[config.mk]
export PLATFORM = sky130hd
export DESIGN_NAME = gdfd_fault_bank
export DESIGN_NICKNAME = d
export VERILOG_FILES = /design/src/rtl/gdfd_pkg.sv /design/src/rtl/gdfd_fault_bank.sv
export SDC_FILE = /design/constraint.sdc
export NUM_CORES = 1
export LEC_CHECK = 0
export BUFFER_PORTS_ARGS = -buffer_cell sky130_fd_sc_hd__buf_2
export CORE_MARGIN = 1.5
export CORE_UTILIZATION = 59
export CTS_CLUSTER_DIAMETER = 30
export DETAILED_ROUTE_END_ITERATION = 8
export MAX_ROUTING_LAYER = met4
export PLACE_DENSITY_LB_ADDON = 0.08
export RECOVER_POWER = 100
export SYNTH_ARGS = -nofsm -noshare
export SYNTH_HDL_FRONTEND = slang
export SYNTH_SLANG_ARGS = --single-unit
[constraint.sdc]
create_clock -name i_mclk -period 2.64 [get_ports i_mclk]
set_clock_uncertainty 0.2 [all_clocks]
set_input_delay 0.132 -clock i_mclk [delete_from_list [all_inputs] [get_ports i_mclk]]
set_output_delay 0.132 -clock i_mclk [all_outputs]
set_load 0.01 [all_outputs]
[src/rtl/gdfd_pkg.sv]
// Constants, carriers and states shared by the gate driver fault bank
package gdfd_pkg;

   // ----------------------------------------------------------------
   // Register map
   // ----------------------------------------------------------------
   localparam logic [3:0] ADDR_GLOBAL = 4'h0;
   localparam logic [3:0] ADDR_PHASE1 = 4'h1;
   localparam logic [3:0] ADDR_PHASE2 = 4'h2;
   localparam logic [3:0] ADDR_PHASE3 = 4'h3;
   localparam logic [3:0] ADDR_TEST_CTRL = 4'h5;

   // Global fault flag positions
   localparam int GLB_SUMMARY = 7;
   localparam int GLB_OPEN_OR_SHORT = 0;
   localparam logic [7:0] RESET_FLAGS = 8'h00;

   // Phase diagnostic positions
   localparam int PH_GROUND_SHORT = 6;
   localparam int PH_OPEN_LOAD = 4;

   // Test control positions
   localparam int CTRL_OPEN_LOAD = 0;
   localparam int CTRL_SHORT = 1;
   localparam int CTRL_CLEAR = 7;

   // ----------------------------------------------------------------
   // Serial frame
   // ----------------------------------------------------------------
   localparam logic [4:0] FRAME_LAST_BIT = 5'h0F;
   localparam logic [4:0] HEADER_LAST_BIT = 5'h07;
   localparam logic [4:0] HEADER_BITS = 5'h08;
   localparam logic [4:0] FRAME_BITS = 5'h10;

   // ----------------------------------------------------------------
   // Timing
   // ----------------------------------------------------------------
   localparam int CLK_PERIOD_NS = 10;
   localparam int TEST_TIME_NS = 1000;
   localparam int TEST_CYCLES = (TEST_TIME_NS + CLK_PERIOD_NS - 1) / CLK_PERIOD_NS;
   localparam int SUPPLY_LOW_MV = 6000;

   // ----------------------------------------------------------------
   // Carriers and states
   // ----------------------------------------------------------------
   typedef struct packed {
      logic gate_drive;
      logic charge_pump_low;
      logic supply_undervoltage;
      logic overcurrent;
      logic overtemp_warning;
      logic overtemp_shutdown;
   } gdfd_global_s;

   typedef struct packed {
      logic sense_overcurrent;
      logic at_ground;
      logic at_battery;
      logic load_open;
      logic low_gate_source;
      logic high_gate_source;
      logic low_drain_source;
      logic high_drain_source;
   } gdfd_phase_s;

   typedef enum logic [1:0] {
      TEST_IDLE,
      TEST_OPEN_LOAD,
      TEST_SHORT
   } gdfd_test_e;

endpackage : gdfd_pkg

[src/rtl/gdfd_fault_bank.sv]
// Fault and diagnostic register bank with serial register port and load tests

// Function
// - Global fault register at 0x00: summary, gate, pump, supply, current, thermal, open/short.
// - Three phase diagnostic registers at 0x01 to 0x03 with the eight listed fault bits.
// - Any fault sets its named status bit and asserts the fault indication.
// - Writing 1 to open-load trigger at 0x05 starts the passive open-load check.
// - Open load found sets phase open bit, open/short summary, fault indication.
// - Writing 1 to short trigger at 0x05 starts the battery/ground short check.
// - Ground short found sets phase ground bit, open/short summary, fault indication.
// - Battery short found sets phase battery bit, open/short summary, fault indication.
// - Gate, current, supply and thermal faults readable; undervoltage is latched from the supply_undervoltage input.
module gdfd_fault_bank #(
   parameter int NUM_PHASES = 3,
   parameter int TEST_CYCLES = gdfd_pkg::TEST_CYCLES
) (
   input wire logic i_mclk,
   input wire logic i_rst_n,
   input wire logic i_spi_cs_n,
   input wire logic i_spi_sclk,
   input wire logic i_spi_mosi,
   output logic o_spi_miso,
   output logic o_spi_miso_oe_n,
   input wire gdfd_pkg::gdfd_global_s i_global_cond,
   input wire gdfd_pkg::gdfd_phase_s i_phase_cond [NUM_PHASES],
   output logic o_open_load_test_active,
   output logic o_short_test_active,
   output logic o_fault_indication_n
);

   // ----------------------------------------------------------------
   // Parameter checks
   // ----------------------------------------------------------------
   if (NUM_PHASES < 1 || NUM_PHASES > 3) begin : g_bad_phases
      $error("NUM_PHASES must lie between 1 and 3");
   end
   if (TEST_CYCLES < 1 || TEST_CYCLES > 65535) begin : g_bad_test
      $error("TEST_CYCLES must lie between 1 and 65535");
   end
   if (gdfd_pkg::HEADER_BITS != 5'h08) begin : g_bad_header
      $error("Header must carry exactly one status byte");
   end
   if (gdfd_pkg::FRAME_BITS != gdfd_pkg::HEADER_BITS + gdfd_pkg::HEADER_BITS) begin : g_bad_frame
      $error("Frame must be twice the header length");
   end
   if (gdfd_pkg::FRAME_LAST_BIT != gdfd_pkg::FRAME_BITS - 5'h01) begin : g_bad_frame_last
      $error("Last frame bit must be one below the frame length");
   end
   if (gdfd_pkg::HEADER_LAST_BIT != gdfd_pkg::HEADER_BITS - 5'h01) begin : g_bad_header_last
      $error("Last header bit must be one below the header length");
   end
   if (int'(gdfd_pkg::ADDR_PHASE1) + NUM_PHASES > int'(gdfd_pkg::ADDR_TEST_CTRL)
      || gdfd_pkg::ADDR_PHASE1 == gdfd_pkg::ADDR_GLOBAL) begin : g_bad_map
      $error("Phase registers must sit between the global and control registers");
   end
   if (gdfd_pkg::PH_GROUND_SHORT != gdfd_pkg::PH_OPEN_LOAD + 2) begin : g_bad_phase_bits
      $error("Open and short bits must be three adjacent positions");
   end
   if (gdfd_pkg::GLB_SUMMARY != 7 || gdfd_pkg::GLB_OPEN_OR_SHORT != 0) begin : g_bad_global_bits
      $error("Summary bits must bound the global register");
   end

   localparam logic [15:0] TEST_LOAD = 16'(TEST_CYCLES - 1);

   // ----------------------------------------------------------------
   // Declarations
   // ----------------------------------------------------------------
   logic sclk_q;
   logic cs_q;
   logic sclk_rise;
   logic sclk_fall;
   logic cs_fall;
   logic [4:0] bit_cnt;
   logic [15:0] rx_shift;
   logic [15:0] next_rx;
   logic [7:0] status_cap;
   logic [7:0] read_cap;
   logic frame_write;
   logic open_load_test_trigger;
   logic short_test_trigger;
   logic clear_faults;
   logic open_pend;
   logic short_pend;
   gdfd_pkg::gdfd_test_e test_state;
   logic [15:0] test_timer;
   logic timer_done;
   logic test_start;
   logic open_done;
   logic short_done;
   logic [5:0] live_flags;
   logic [5:0] live_set;
   logic [7:0] diag [NUM_PHASES];
   logic [NUM_PHASES-1:0] phase_open_short;
   logic [NUM_PHASES-1:0] phase_any;
   logic open_or_short_summary_flag;
   logic fault_summary;
   logic [7:0] global_fault_flags;

   // ----------------------------------------------------------------
   // Test state decoding
   // ----------------------------------------------------------------
   function automatic logic in_test(input gdfd_pkg::gdfd_test_e state,
      input gdfd_pkg::gdfd_test_e kind);
      return state == kind;
   endfunction : in_test

   // ----------------------------------------------------------------
   // Read decoding
   // ----------------------------------------------------------------
   function automatic logic [7:0] read_reg(input logic [3:0] addr);
      logic [7:0] val;
      val = 8'h00;
      if (addr == gdfd_pkg::ADDR_GLOBAL) begin
         val = global_fault_flags;
      end else if (addr == gdfd_pkg::ADDR_TEST_CTRL) begin
         val[gdfd_pkg::CTRL_OPEN_LOAD] = open_pend || in_test(test_state, gdfd_pkg::TEST_OPEN_LOAD);
         val[gdfd_pkg::CTRL_SHORT] = short_pend || in_test(test_state, gdfd_pkg::TEST_SHORT);
      end else begin
         for (int p = 0; p < NUM_PHASES; p++) begin
            if (addr == gdfd_pkg::ADDR_PHASE1 + 4'(p)) begin
               val = diag[p];
            end
         end
      end
      return val;
   endfunction : read_reg

   // ----------------------------------------------------------------
   // Serial port edge detection
   // ----------------------------------------------------------------
   always_ff @(posedge i_mclk or negedge i_rst_n) begin
      if (!i_rst_n) begin
         sclk_q <= 1'b0;
         cs_q <= 1'b1;
      end else begin
         sclk_q <= i_spi_sclk;
         cs_q <= i_spi_cs_n;
      end
   end

   assign sclk_rise = !i_spi_cs_n && i_spi_sclk && !sclk_q;
   assign sclk_fall = !i_spi_cs_n && !i_spi_sclk && sclk_q;
   assign cs_fall = !i_spi_cs_n && cs_q;
   assign next_rx = {rx_shift[14:0], i_spi_mosi};

   // ----------------------------------------------------------------
   // Serial receive
   // ----------------------------------------------------------------
   always_ff @(posedge i_mclk or negedge i_rst_n) begin
      if (!i_rst_n) begin
         bit_cnt <= 5'h00;
         rx_shift <= 16'h0000;
      end else if (i_spi_cs_n) begin
         bit_cnt <= 5'h00;
      end else if (sclk_rise && bit_cnt != gdfd_pkg::FRAME_BITS) begin
         bit_cnt <= bit_cnt + 5'h01;
         rx_shift <= next_rx;
      end
   end

   assign frame_write = sclk_rise && bit_cnt == gdfd_pkg::FRAME_LAST_BIT && !next_rx[15]
      && next_rx[14:11] == gdfd_pkg::ADDR_TEST_CTRL;
   assign open_load_test_trigger = frame_write && next_rx[gdfd_pkg::CTRL_OPEN_LOAD];
   assign short_test_trigger = frame_write && next_rx[gdfd_pkg::CTRL_SHORT];
   assign clear_faults = frame_write && next_rx[gdfd_pkg::CTRL_CLEAR];

   // ----------------------------------------------------------------
   // Serial transmit
   // ----------------------------------------------------------------
   always_ff @(posedge i_mclk or negedge i_rst_n) begin
      if (!i_rst_n) begin
         status_cap <= 8'h00;
      end else if (cs_fall) begin
         status_cap <= global_fault_flags;
      end
   end

   always_ff @(posedge i_mclk or negedge i_rst_n) begin
      if (!i_rst_n) begin
         read_cap <= 8'h00;
      end else if (sclk_rise && bit_cnt == gdfd_pkg::HEADER_LAST_BIT) begin
         read_cap <= read_reg(next_rx[6:3]);
      end
   end

   always_ff @(posedge i_mclk or negedge i_rst_n) begin
      if (!i_rst_n) begin
         o_spi_miso <= 1'b0;
      end else if (cs_fall) begin
         o_spi_miso <= global_fault_flags[gdfd_pkg::GLB_SUMMARY];
      end else if (sclk_fall && bit_cnt < gdfd_pkg::HEADER_BITS) begin
         o_spi_miso <= status_cap[3'h7 - bit_cnt[2:0]];
      end else if (sclk_fall && bit_cnt < gdfd_pkg::FRAME_BITS) begin
         o_spi_miso <= read_cap[3'h7 - bit_cnt[2:0]];
      end
   end

   assign o_spi_miso_oe_n = i_spi_cs_n;

   // ----------------------------------------------------------------
   // Diagnostic test sequencer
   // ----------------------------------------------------------------
   assign test_start = in_test(test_state, gdfd_pkg::TEST_IDLE) && (open_pend || short_pend);
   assign timer_done = test_timer == 16'h0000;

   always_ff @(posedge i_mclk or negedge i_rst_n) begin
      if (!i_rst_n) begin
         open_pend <= 1'b0;
         short_pend <= 1'b0;
      end else begin
         open_pend <= (open_pend && !test_start) || open_load_test_trigger;
         short_pend <= (short_pend && !(test_start && !open_pend)) || short_test_trigger;
      end
   end

   always_ff @(posedge i_mclk or negedge i_rst_n) begin
      if (!i_rst_n) begin
         test_state <= gdfd_pkg::TEST_IDLE;
         test_timer <= 16'h0000;
      end else begin
         case (test_state)
            gdfd_pkg::TEST_IDLE: begin
               test_timer <= TEST_LOAD;
               if (open_pend) begin
                  test_state <= gdfd_pkg::TEST_OPEN_LOAD;
               end else if (short_pend) begin
                  test_state <= gdfd_pkg::TEST_SHORT;
               end
            end
            gdfd_pkg::TEST_OPEN_LOAD, gdfd_pkg::TEST_SHORT: begin
               if (timer_done) begin
                  test_state <= gdfd_pkg::TEST_IDLE;
               end else begin
                  test_timer <= test_timer - 16'h0001;
               end
            end
            default: begin
               test_state <= gdfd_pkg::TEST_IDLE;
            end
         endcase
      end
   end

   assign open_done = in_test(test_state, gdfd_pkg::TEST_OPEN_LOAD) && timer_done;
   assign short_done = in_test(test_state, gdfd_pkg::TEST_SHORT) && timer_done;
   assign o_open_load_test_active = in_test(test_state, gdfd_pkg::TEST_OPEN_LOAD);
   assign o_short_test_active = in_test(test_state, gdfd_pkg::TEST_SHORT);

   // ----------------------------------------------------------------
   // Global fault flags
   // ----------------------------------------------------------------
   assign live_set = {i_global_cond.gate_drive, i_global_cond.charge_pump_low,
      i_global_cond.supply_undervoltage, i_global_cond.overcurrent,
      i_global_cond.overtemp_warning, i_global_cond.overtemp_shutdown};

   always_ff @(posedge i_mclk or negedge i_rst_n) begin
      if (!i_rst_n) begin
         live_flags <= 6'h00;
      end else begin
         live_flags <= live_set | (clear_faults ? 6'h00 : live_flags);
      end
   end

   // ----------------------------------------------------------------
   // Phase diagnostic flags
   // ----------------------------------------------------------------
   for (genvar p = 0; p < NUM_PHASES; p++) begin : g_phase
      logic [7:0] phase_set;

      assign phase_set = {i_phase_cond[p].sense_overcurrent,
         short_done && i_phase_cond[p].at_ground,
         short_done && i_phase_cond[p].at_battery,
         open_done && i_phase_cond[p].load_open,
         i_phase_cond[p].low_gate_source, i_phase_cond[p].high_gate_source,
         i_phase_cond[p].low_drain_source, i_phase_cond[p].high_drain_source};

      always_ff @(posedge i_mclk or negedge i_rst_n) begin
         if (!i_rst_n) begin
            diag[p] <= gdfd_pkg::RESET_FLAGS;
         end else begin
            diag[p] <= phase_set | (clear_faults ? 8'h00 : diag[p]);
         end
      end

      assign phase_open_short[p] = |diag[p][gdfd_pkg::PH_GROUND_SHORT:gdfd_pkg::PH_OPEN_LOAD];
      assign phase_any[p] = |diag[p];
   end

   // ----------------------------------------------------------------
   // Summary and fault indication
   // ----------------------------------------------------------------
   assign open_or_short_summary_flag = |phase_open_short;
   assign fault_summary = (|live_flags) || (|phase_any);
   assign global_fault_flags = {fault_summary, live_flags, open_or_short_summary_flag};

   always_ff @(posedge i_mclk or negedge i_rst_n) begin
      if (!i_rst_n) begin
         o_fault_indication_n <= 1'b1;
      end else begin
         o_fault_indication_n <= !fault_summary;
      end
   end

endmodule : gdfd_fault_bank

* Word level (Yosys, flattened, before mapping) *
Index checks and enable logic that the tools add are counted.

storage, ports and cells
  register bits after elaboration = 90
  bits of input ports = 35
  word-level logic and storage cells = 122

cells by class
  add/subtract/negate cells = 3
  magnitude comparators = 3
  equal/unequal tests = 13
  muxes and demuxes = 25
  bitwise logic cells = 5
  reduce and logical (&&, ||, !) cells = 57

operators with widths
  operator               number
  $mux 8                 7
  $pmux 16 s2            1
  $logic_and 1x1->1      30
  $or 8x8->8             3
  $reduce_or 24->1       1
  $logic_not 16->1       1
  $mux 16                1
  $sub 16x1->16 const B  1
  $mux 6                 2
  $mux 5                 2
  $reduce_or 9->1        1
  $eq 4x2->1 const B     2
  $eq 4x3->1 const B     2
  $logic_not 1->1        8
  $mux 2                 4
  $bmux 1 s3             2
  $logic_or 1x1->1       6
  $or 6x6->6             1
  $reduce_and 2->1       3
  $reduce_or 6->1        1
  $add 5x1->5 const B    1
  $eq 5x3->1 const B     1
  $eq 5x4->1 const B     1
  $lt 5x4->1 const B     1
  other kinds (17)       23

* Depth between registers and ports, before layout *
Gate-level depths: netlist (run 1).

  depth after elaboration = 9
  gate-level depth with buffers = 8
  gate-level depth less buffers = 7

* Worst setup path before layout (run 1) *
No wires, ideal clock.

  path kind = register -> register
  start = reg bit_cnt[0]
  end = reg diag[13] (netlist bit)
  library setup time = 0.121 ns
  arrival time = 1.849 ns
  path slack = 0.470 ns
  stages on the path, launching flop included = 9
  path buffers = 1
  clock period less this slack = 2.170 ns
  cell sequence = dfrtp_1 -> ha_1 -> and3_1 -> ha_1 -> nand4b_1 -> nor4_1 -> nand2_1 -> clkbuf_1 -> a22o_1

on the way
  cells in the longest elaborated chain, start to end = 7

RTL lines
  element                          line                    RTL
  start: declaration               gdfd_fault_bank.sv:73   logic [4:0] bit_cnt;
  start signal: assignment         gdfd_fault_bank.sv:156  bit_cnt <= bit_cnt + 5'h01;
  $eq 5x4->1                       gdfd_fault_bank.sv:161  assign frame_write = sclk_rise && bit_cnt == gdfd_pkg::FRAME_LAST_BIT && !next_rx[15]
  $logic_and 1x1->1 (2 in series)  gdfd_fault_bank.sv:161
  $logic_and 1x1->1                gdfd_fault_bank.sv:162  && next_rx[14:11] == gdfd_pkg::ADDR_TEST_CTRL;
  $logic_and 1x1->1                gdfd_fault_bank.sv:165  assign clear_faults = frame_write && next_rx[gdfd_pkg::CTRL_CLEAR];
  $mux 8                           gdfd_fault_bank.sv:281  diag[p] <= phase_set | (clear_faults ? 8'h00 : diag[p]);
  $or 8x8->8                       gdfd_fault_bank.sv:281
  end signal: indexed assignment   gdfd_fault_bank.sv:279  diag[p] <= gdfd_pkg::RESET_FLAGS;
  end signal: indexed assignment   gdfd_fault_bank.sv:281
  end: declaration                 gdfd_fault_bank.sv:92   logic [7:0] diag [NUM_PHASES];

Every way passes these cells.
A chain may end at the register's enable or synchronous reset.

* Worst setup path in the final report (run 1) *
  start = in i_spi_cs_n
  end = reg read_cap[1]

on the way
  cells in the longest elaborated chain, start to end = 4

RTL lines
  element                          line                    RTL
  start: declaration               gdfd_fault_bank.sv:19   input wire logic i_spi_cs_n,
  $logic_not 1->1                  gdfd_fault_bank.sv:141  assign sclk_rise = !i_spi_cs_n && i_spi_sclk && !sclk_q;
  $logic_and 1x1->1 (2 in series)  gdfd_fault_bank.sv:141
  $logic_and 1x1->1                gdfd_fault_bank.sv:181  end else if (sclk_rise && bit_cnt == gdfd_pkg::HEADER_LAST_BIT) begin
  end signal: assignment           gdfd_fault_bank.sv:182  read_cap <= read_reg(next_rx[6:3]);
  end: declaration                 gdfd_fault_bank.sv:77   logic [7:0] read_cap;

Every way passes these cells.

==> results_dict.tcl, run 1 <==
set metrics [dict create \
    status "finished clean" \
    synth_common_cells "dfrtp_1 (88), nand2_1 (28), a21o_1 (22), mux2_2 (22), nor2_1 (19)" \
    area_delta_synth_final_pct 17.52 \
    ios 40 \
    min_period_over_period 0.9106 \
    final_cells 553 \
    cts.sinks 90 \
    ys_ff_latch 90 \
    whs_endpoint "sclk_q" \
    finalWirelength_um 9240 \
    grt_pass1_wl_um 14970 \
    diodes 0 \
    fmax_ghz 0.4160 \
    cts_buffers 9 \
    power_mw 2.914 \
    rows 31 \
    yosys.area.top_type "dfrtp_1" \
    hp-start "i_spi_sclk" \
    coreArea_mm2 0.007176 \
    worstSetupPathType "in -> reg" \
    path_cells "dlygate4sd3_1, clkbuf_1, or3b_1, or4_4, a2111oi_2, a22o_1" \
    hold-path-cell-count 2 \
    clock_path_buffers 2 \
    yosysMostFrequentCell "dfrtp_1" \
    syn-cell-area_mm2 0.004343 \
    clk_pin_slew_ns 0.09 \
    ant_nets 0 \
    slew_headroom 0.1229 \
    irDropWorstVdd_v 0.0003282 \
    dp.cells 503 \
    grt_setup_unrepaired "false" \
    cap_violations 0 \
    setup-tns-final_ns 0 \
    cts_tree "built" \
    setup.worst_path.start "i_spi_cs_n" \
    synth_area_leaders "dfrtp_1 (51%), mux2_2 (5.7%), a21o_1 (3.8%)" \
    drc 0 \
    wire_per_inst_um 16.71 \
    cts_setup_buffers 0 \
    worstMarginPinSlew_ns 1.316 \
    dp_hpwl_um 6375 \
    ys_seq_area_frac 0.5192 \
    yosys.area_share.simple 0.1443 \
    cpMaxStageDelayCell "or4_4" \
    cts_max_level 3 \
    gp_congestion 0.9081 \
    numPortBuffers 39 \
    r2r-end "test_timer[15]" \
    ys.warnings.count 0 \
    worstRegToRegCells 6 \
    startpoint_type "input port" \
    grt_max_degree 55 \
    grt_overflow 0 \
    powerDensity_mw_per_mm2 570.9 \
    cp_max_fo 11 \
    ys_types 53 \
    synthCells 378 \
    synth_compound_area_frac 0.1642 \
    synth_top_cell_area_share 0.5071 \
    synth-adder-area-share 0.02305 \
    setup_violations 0 \
    reg2reg_slack_ns 0.32 \
    grt_pass1_vias 3126 \
    synth-xor-area-share 0 \
    min_path_type "in -> reg" \
    clk_latency_ns 0.36 \
    first_pass_iters 4 \
    syn-num-nets 421 \
    synth_top_family_by_area "compound AO/OA/AOI/OAI gates" \
    avgSynthCellArea_um2 11.49 \
    cpPeakStageDelay_ns 0.60 \
    antenna_found_initial 0 \
    gr-usage-all-layers 0.2630 \
    die-area_mm2 0.007885 \
    drt-initial-drc-count 146 \
    synth_edf_count 0 \
    arrival_ns 2.51 \
    layout-drive-gt1-share 0.2026 \
    synth_mux_area_frac 0.1158 \
    period_minus_slack_ns 2.404 \
    cts_root_buffer "clkbuf_8" \
    via_count 3252 \
    leakage_nw 2.112 \
    cts.repair.resized 0 \
    cp-end-kind "flop" \
    dieHeight_um 88.80 \
    synth_flop_cell "dfrtp_1" \
    fin_nets 492 \
    synthArstFlopShare 1.000 \
    die_x_um 88.80 \
    hold_viol_final 0 \
    viasPerCell 5.881 \
    start_util 0.6052 \
    finalMaxSlewViolations 0 \
    reg2reg_from "test_state[1]" \
    critPathRequiredTime_ns 2.74 \
]
sequential cells by signal, summed over array words and instances (netlist names):
name                  count
live_flags                6
read_cap                  8
status_cap                8
bit_cnt                   5
rx_shift                 15
test_timer               16
o_fault_indication_n      1
short_pend                1
open_pend                 1
test_state                2
o_spi_miso                1
diag                     24
cs_q                      1
sclk_q                    1
per-layer routing:
layer	global-route usage	vias up	wire [um]	part of all wire
li1	-	1560	-	-
met1	0.3494	1622	4306	0.47
met2	0.4139	56	4501	0.49
met3	0.03451	14	259	0.028
met4	0.1009	0	173	0.019
met5	-	-	0	0
timing repair:
action | in CTS | in global routing
setup endpoints to repair | 0 | 0
hold buffers | 34 | 0
hold endpoints to repair | 88 | 0
logic make-up (layout without fill, tap and decap cells):
group,count (synthesis),after routing
AOI/OAI and AO/OA,94,94
adders and majority gates,8,8
buffers and inverters,32,108
DFF,90,90
muxes,40,40
and+or+nand+nor,114,114
report_power, final:
| part | switching (mW) | total, mW | internal, mW |
|---|---|---|---|
| registers | 0.188 | 1.63 | 1.45 |
| logic | 0.179 | 0.418 | 0.239 |
| clock network | 0.508 | 0.863 | 0.355 |
cell type report:
| type | instances | area (um2) |
|---|---|---|
| Tap cell | 99 | 123.9 |
| Clock inverter | 6 | 48.80 |
| Fill cell | 532 | 2072 |
| Multi-Input combinational cell | 256 | 1928 |
| Sequential cell | 90 | 2255 |
| Inverter | 11 | 41.29 |
| Clock buffer | 10 | 127.6 |
| Timing Repair Buffer | 81 | 579.3 |
critical path: cells and delay by family:
kind                   cells  cell delay, ns
AND/OR/NAND/NOR            2            1.13
buffers and inverters      2            0.74
AO/OA/AOI/OAI              2            0.50
placed cells by master (no fill, tap or decap), types with 7 or more instances in the layout:
cell type	n
nand2_1	28
mux2_2	22
o31ai_1	9
dlygate4sd3_1	34
buf_2	31
dfrtp_1	88
nor2b_1	8
nor2_1	19
clkbuf_8	9
nor3_1	9
inv_1	11
clkbuf_1	10
ha_1	8
o21ai_0	12
mux2i_1	12
nor4_1	11
a22o_1	13
nand2b_1	7
a21o_1	22
how the worst max path moves through the flow:
stage	end	slack, ns	cells after the start
floorplan	diag[13]	0.47	8
global placement	diag[6]	0.47	8
detailed placement	test_timer[15]	0.33	6
CTS	test_timer[15]	0.34	6
global route	diag[6]	0.09	8
finish	read_cap[1]	0.24	6
stage by stage:
| step | hold slack, ns | instance area (um2) | worst slack [ns] | utilization |
|---|---|---|---|---|
| after floorplan | -0.3636 | 4343 | 0.4702 | - |
| after global placement | 0.01662 | 4639 | 0.4749 | 0.6466 |
| after detailed placement | 0.02709 | 4639 | 0.3304 | 0.6466 |
| after CTS | 0.1794 | 5156 | 0.3370 | 0.7186 |
| after global routing | 0.2912 | 5104 | 0.09136 | 0.7112 |
| final | 0.2741 | 5104 | 0.2361 | 0.7112 |
(Power assumes the default switching activity.)
==> run 2: changes to the inputs <==
- CELL_PAD_IN_SITES_DETAIL_PLACEMENT: default -> 1
- CELL_PAD_IN_SITES_GLOBAL_PLACEMENT: default -> 1
- CORE_UTILIZATION: 59 -> 48
==> run 2 against run 1 <==
- design area grew 0.76%
- clock-buffer cell count down 1
- hold slack improved by 0.00061 ns
- total power grew 4.2%
- maximum frequency decreased by 1.2%
- sequential power hardly changed
- die area grew 22%
- wire length rose by 14%
- global-route usage fell by 2.0 points
- cell count rose by 1.8%
- via count grew 1.2%
==> results_dict.tcl, run 2 (synthesized netlist as in run 1, its figures left out) <==
set metrics [dict create \
    rows 34 \
    reg2reg_slack_ns 0.25 \
    cpPeakStageDelay_ns 0.53 \
    via_count 3292 \
    gp_congestion 0.8519 \
    whs_endpoint "diag[19]" \
    utilization 0.5868 \
    cp_max_fo 21 \
    antenna_found_initial 0 \
    ant_nets 0 \
    final_cells 563 \
    dp_hpwl_um 7312 \
    hold_viol_final 0 \
    worstRegToRegCells 6 \
    cap_violations 0 \
    cts_tree "built" \
    grt_pass1_vias 3571 \
    finalMaxSlewViolations 0 \
    die-area_mm2 0.009628 \
    area_delta_synth_final_pct 18.41 \
    reg2reg_from "test_state[1]" \
    powerDensity_mw_per_mm2 590.6 \
    dieHeight_um 98.12 \
    die_x_um 98.12 \
    dp.cells 513 \
    reg_top3 "diag x24, test_timer x16, rx_shift x15" \
    drc 0 \
    min_period_over_period 0.9220 \
    leakage_nw 2.119 \
    status "finished clean" \
    worstMarginPinSlew_ns 1.135 \
    worstSetupPathType "in -> reg" \
    gr-usage-all-layers 0.2431 \
    fin_nets 493 \
    drt-initial-drc-count 107 \
    grt_max_degree 47 \
    r2r-end "test_timer[15]" \
    cts.repair.resized 0 \
    path_cells "dlygate4sd3_1, clkbuf_1, or3b_4, a31oi_1, clkbuf_2, mux2_2" \
    setup-tns-final_ns 0 \
    wire_per_inst_um 18.78 \
    numPortBuffers 39 \
    critPathRequiredTime_ns 2.68 \
    grt_pass1_wl_um 18130 \
    regMostFlops "diag" \
    diodes 0 \
    fmax_ghz 0.4108 \
    whs_ns 0.2747 \
    setup_violations 0 \
    hp-start "i_phase_cond[19]" \
    layout-drive-gt1-share 0.2022 \
    clock_path_buffers 2 \
    first_pass_iters 4 \
    start_util 0.4956 \
    cts_root_buffer "clkbuf_8" \
    period_minus_slack_ns 2.434 \
    viasPerCell 5.847 \
    arrival_ns 2.47 \
    power_mw 3.037 \
    final_common_cell "dfrtp_1" \
    cts_max_level 3 \
    coreArea_mm2 0.008763 \
    min_path_type "in -> reg" \
    hold-path-cell-count 3 \
    largest_reg_flops 24 \
    irDropWorstVdd_v 0.0002766 \
    cp-end-kind "flop" \
    ios 40 \
    cts_buffers 9 \
    fillCellCount 954 \
    clk_pin_slew_ns 0.10 \
    slew_headroom 0.2436 \
    mostFrequentLayoutCells "dfrtp_1 (88), dlygate4sd3_1 (34), buf_2 (31), nand2_1 (28)" \
    cts.sinks 90 \
    clk_latency_ns 0.35 \
    grt_overflow 0 \
    cpMaxStageDelayCell "dlygate4sd3_1" \
    grt_setup_unrepaired "false" \
    startpoint_type "input port" \
    finalWirelength_um 10570 \
]
run 2: cell count changes in the layout (fill, tap and decap cells not counted), sizes merged:
| cell | delta |
|---|---|
| clkbuf | +1 |
| bufinv | +1 |
| clkinv | -1 |
| clkinvlp | +1 |
| buf | -1 |
run 2: layout make-up:
class                   count  area, um2  area share
clock inverters             7      73.82     0.01436
inverters                  11      41.29    0.008029
clock buffers               9      123.9     0.02409
flip-flops and latches     90       2255      0.4384
repair buffers             82      576.8      0.1122
well taps                 108      135.1     0.02628
multi-input cells         256       1937      0.3766
run 2: worst max path at each step:
stage	from	endpoint	slack, ns	cells past startpoint
after floorplan	bit_cnt[0]	diag[13]	0.47	8
after global placement	test_state[1]	test_timer[15]	0.41	6
after detailed placement	test_state[0]	test_timer[15]	0.28	6
after CTS	test_state[0]	test_timer[15]	0.27	6
after global routing	test_state[0]	test_timer[15]	0.03	6
final	i_spi_cs_n	rx_shift[1]	0.21	6
run 2: routing by layer:
metal,share of wire,vias to the layer above,global-route usage
li1,-,1552,-
met1,0.48,1680,0.3234
met2,0.49,45,0.3899
met3,0.017,15,0.03006
met4,0.015,0,0.07912
met5,0,-,-
run 2: what timing repair did:
| item | CTS | global route |
|---|---|---|
| setup endpoints to repair | 0 | 0 |
| hold buffers | 34 | 0 |
| setup buffers | 0 | 0 |
| hold endpoints to repair | 80 | 0 |
run 2: through the flow:
stage          area, um2  setup slack, ns
5_1_grt             5142          0.03193
2_1_floorplan       4343           0.4702
6_report            5142           0.2058
4_1_cts             5184           0.2715
3_5_place_dp        4646           0.2761
3_3_place_gp        4646           0.4084
run 2: where the power goes:
part | internal, mW | switching [mW]
clock | 0.445 | 0.509
combinational | 0.239 | 0.196
sequential | 1.45 | 0.203
run 2: worst max-delay path, delay by kind of cell:
kind | cells | cell delay [ns]
simple gates | 1 | 0.50
compound gates | 1 | 0.22
mux | 1 | 0.40
buf+inv | 3 | 1.22
==> run 3: changes to the inputs <==
- RECOVER_POWER: 100 -> default
==> run 3 against run 2 <==
- sequential power about the same
- non-clock buffer count unchanged
- flip-flop and latch count unchanged
- critical path type is now reg -> reg
- critical endpoint is now test_timer[15]
- largest power group unchanged
==> results_dict.tcl, run 3 (synthesized netlist as in run 1, its figures left out) <==
set metrics [dict create \
    status "finished clean" \
    slew_headroom 0.4262 \
    fillCellCount 947 \
    drc 0 \
    min_period_over_period 0.9017 \
    rows 34 \
    clockPowerShare 0.313 \
    grt_pass1_wl_um 18130 \
    worstSetupPathType "reg -> reg" \
    cts_buffers 9 \
    met2_length_um 5188 \
    clock_path_buffers 2 \
    ios 40 \
    p_int_mw 2.134 \
    drt-initial-drc-count 128 \
    fmax_ghz 0.4201 \
    cap_violations 0 \
    antenna_found_initial 0 \
    gr-usage-all-layers 0.2431 \
    seqPwrFrac 0.543 \
    finalWirelength_um 10550 \
    clk_latency_ns 0.35 \
    wl_met3_um 210 \
    place_worst_setup_slack_ns 0.2761 \
    dieHeight_um 98.12 \
    area_delta_synth_final_pct 19.36 \
    grt_max_degree 47 \
    period_minus_slack_ns 2.380 \
    gp_congestion 0.8519 \
    cts.sinks 90 \
    ant_nets 0 \
    leakage_nw 2.156 \
    finalMaxSlewViolations 0 \
    hold_viol_final 0 \
    reg_top3 "diag x24, test_timer x16, rx_shift x15" \
    regMostFlops "diag" \
    cts_tree "built" \
    drt-met1-wl_um 4996 \
    die-area_mm2 0.009628 \
    min_path_type "in -> async" \
    setup_violations 0 \
    via_count 3315 \
    die_x_um 98.12 \
    net-switching-power_uw 912.1 \
    switching_share 0.2995 \
    cts_root_buffer "clkbuf_8" \
    dp_hpwl_um 7312 \
    setup-tns-final_ns 0 \
    startpoint_type "flop" \
    powerDensity_mw_per_mm2 587.5 \
    cp_max_fo 10 \
    worstMarginPinSlew_ns 0.8607 \
    wire_per_inst_um 18.74 \
    start_util 0.4956 \
    layout-drive-gt1-share 0.2286 \
    clk_pin_slew_ns 0.09 \
    largest_reg_flops 24 \
    highest_layer "met4" \
    fin_nets 493 \
    mostFrequentLayoutCells "dfrtp_1 (88), buf_2 (38), dlygate4sd3_1 (34), nand2_1 (28)" \
    final_common_cell "dfrtp_1" \
    numPortBuffers 39 \
    hold_buffers 34 \
    irDropWorstVdd_v 0.0002785 \
    first_pass_iters 6 \
    viasPerCell 5.888 \
    diodes 0 \
    p_comb_frac 0.144 \
    arrival_ns 2.46 \
    cts.repair.resized 0 \
    grt_setup_unrepaired "false" \
    cts_setup_buffers 0 \
    cts_max_level 3 \
    coreArea_mm2 0.008763 \
    cp-end-kind "flop" \
    setup_slack_ns 0.2596 \
    grt_overflow 0 \
    grt_pass1_vias 3571 \
    critPathRequiredTime_ns 2.72 \
]
## run 3: changes by cell type in the layout (fill, tap and decap cells not counted), sizes merged
| cell | delta |
|---|---|
| buf | +13 |
| clkbuf | -13 |
## run 3: final timing paths
path	start	endpoint	slack [ns]	cells after the start
worst min register to register	status_cap[7]	status_cap[7]	0.29	2
worst min-delay path	i_rst_n	rx_shift[11]	0.11	2
worst max-delay path	test_state[1]	test_timer[15]	0.26	6
min in group i_mclk	i_spi_sclk	sclk_q	0.26	2
max in group asynchronous	i_rst_n	o_fault_indication_n	1.41	3
worst max register to register	test_state[1]	test_timer[15]	0.26	6
## run 3: worst max-delay path, cell delays in order (launching register included)
cell and delay (ns):
dfrtp_1 0.41, inv_1 0.09, ha_1 0.45, nor3b_1 0.40
o21ai_0 0.20, or4_1 0.42, a21oi_1 0.16
## run 3: through the flow
step	cell area, um2	instances	power [mW]	hold slack (ns)	utilization
global route	5184	563	3.193	0.1482	0.5915
floorplan	4343	378	1.923	-0.3636	-
detailed placement	4646	513	2.081	-0.02508	0.5301
global placement	4646	513	2.053	-0.02953	0.5301
CTS	5184	563	3.072	0.1245	0.5915
finish	5184	563	3.046	0.1118	0.5915
## run 3: routing by layer
layer,vias to the layer above,track usage
li1,1550,-
met2,52,0.3899
met1,1700,0.3234
met4,0,0.07912
met3,13,0.03006
met5,-,-
## run 3: cell type report
cell class                      instances  area (um2)  share of cell area
Clock buffer                            9       123.9             0.02390
Clock inverter                          7       73.82             0.01424
Inverter                               11       41.29            0.007965
Multi-Input combinational cell        256        1949              0.3761
Sequential cell                        90        2255              0.4350
Tap cell                              108       135.1             0.02607
Timing Repair Buffer                   82       605.6              0.1168
## run 3: power by group through the flow
stage / clock network, mW / registers (mW) / logic [mW]
2_1_floorplan: 0 / 1.50 / 0.423
3_3_place_gp: 0 / 1.67 / 0.382
3_5_place_dp: 0 / 1.68 / 0.399
4_1_cts: 0.979 / 1.65 / 0.439
5_1_grt: 1.03 / 1.68 / 0.481
6_report: 0.954 / 1.65 / 0.438
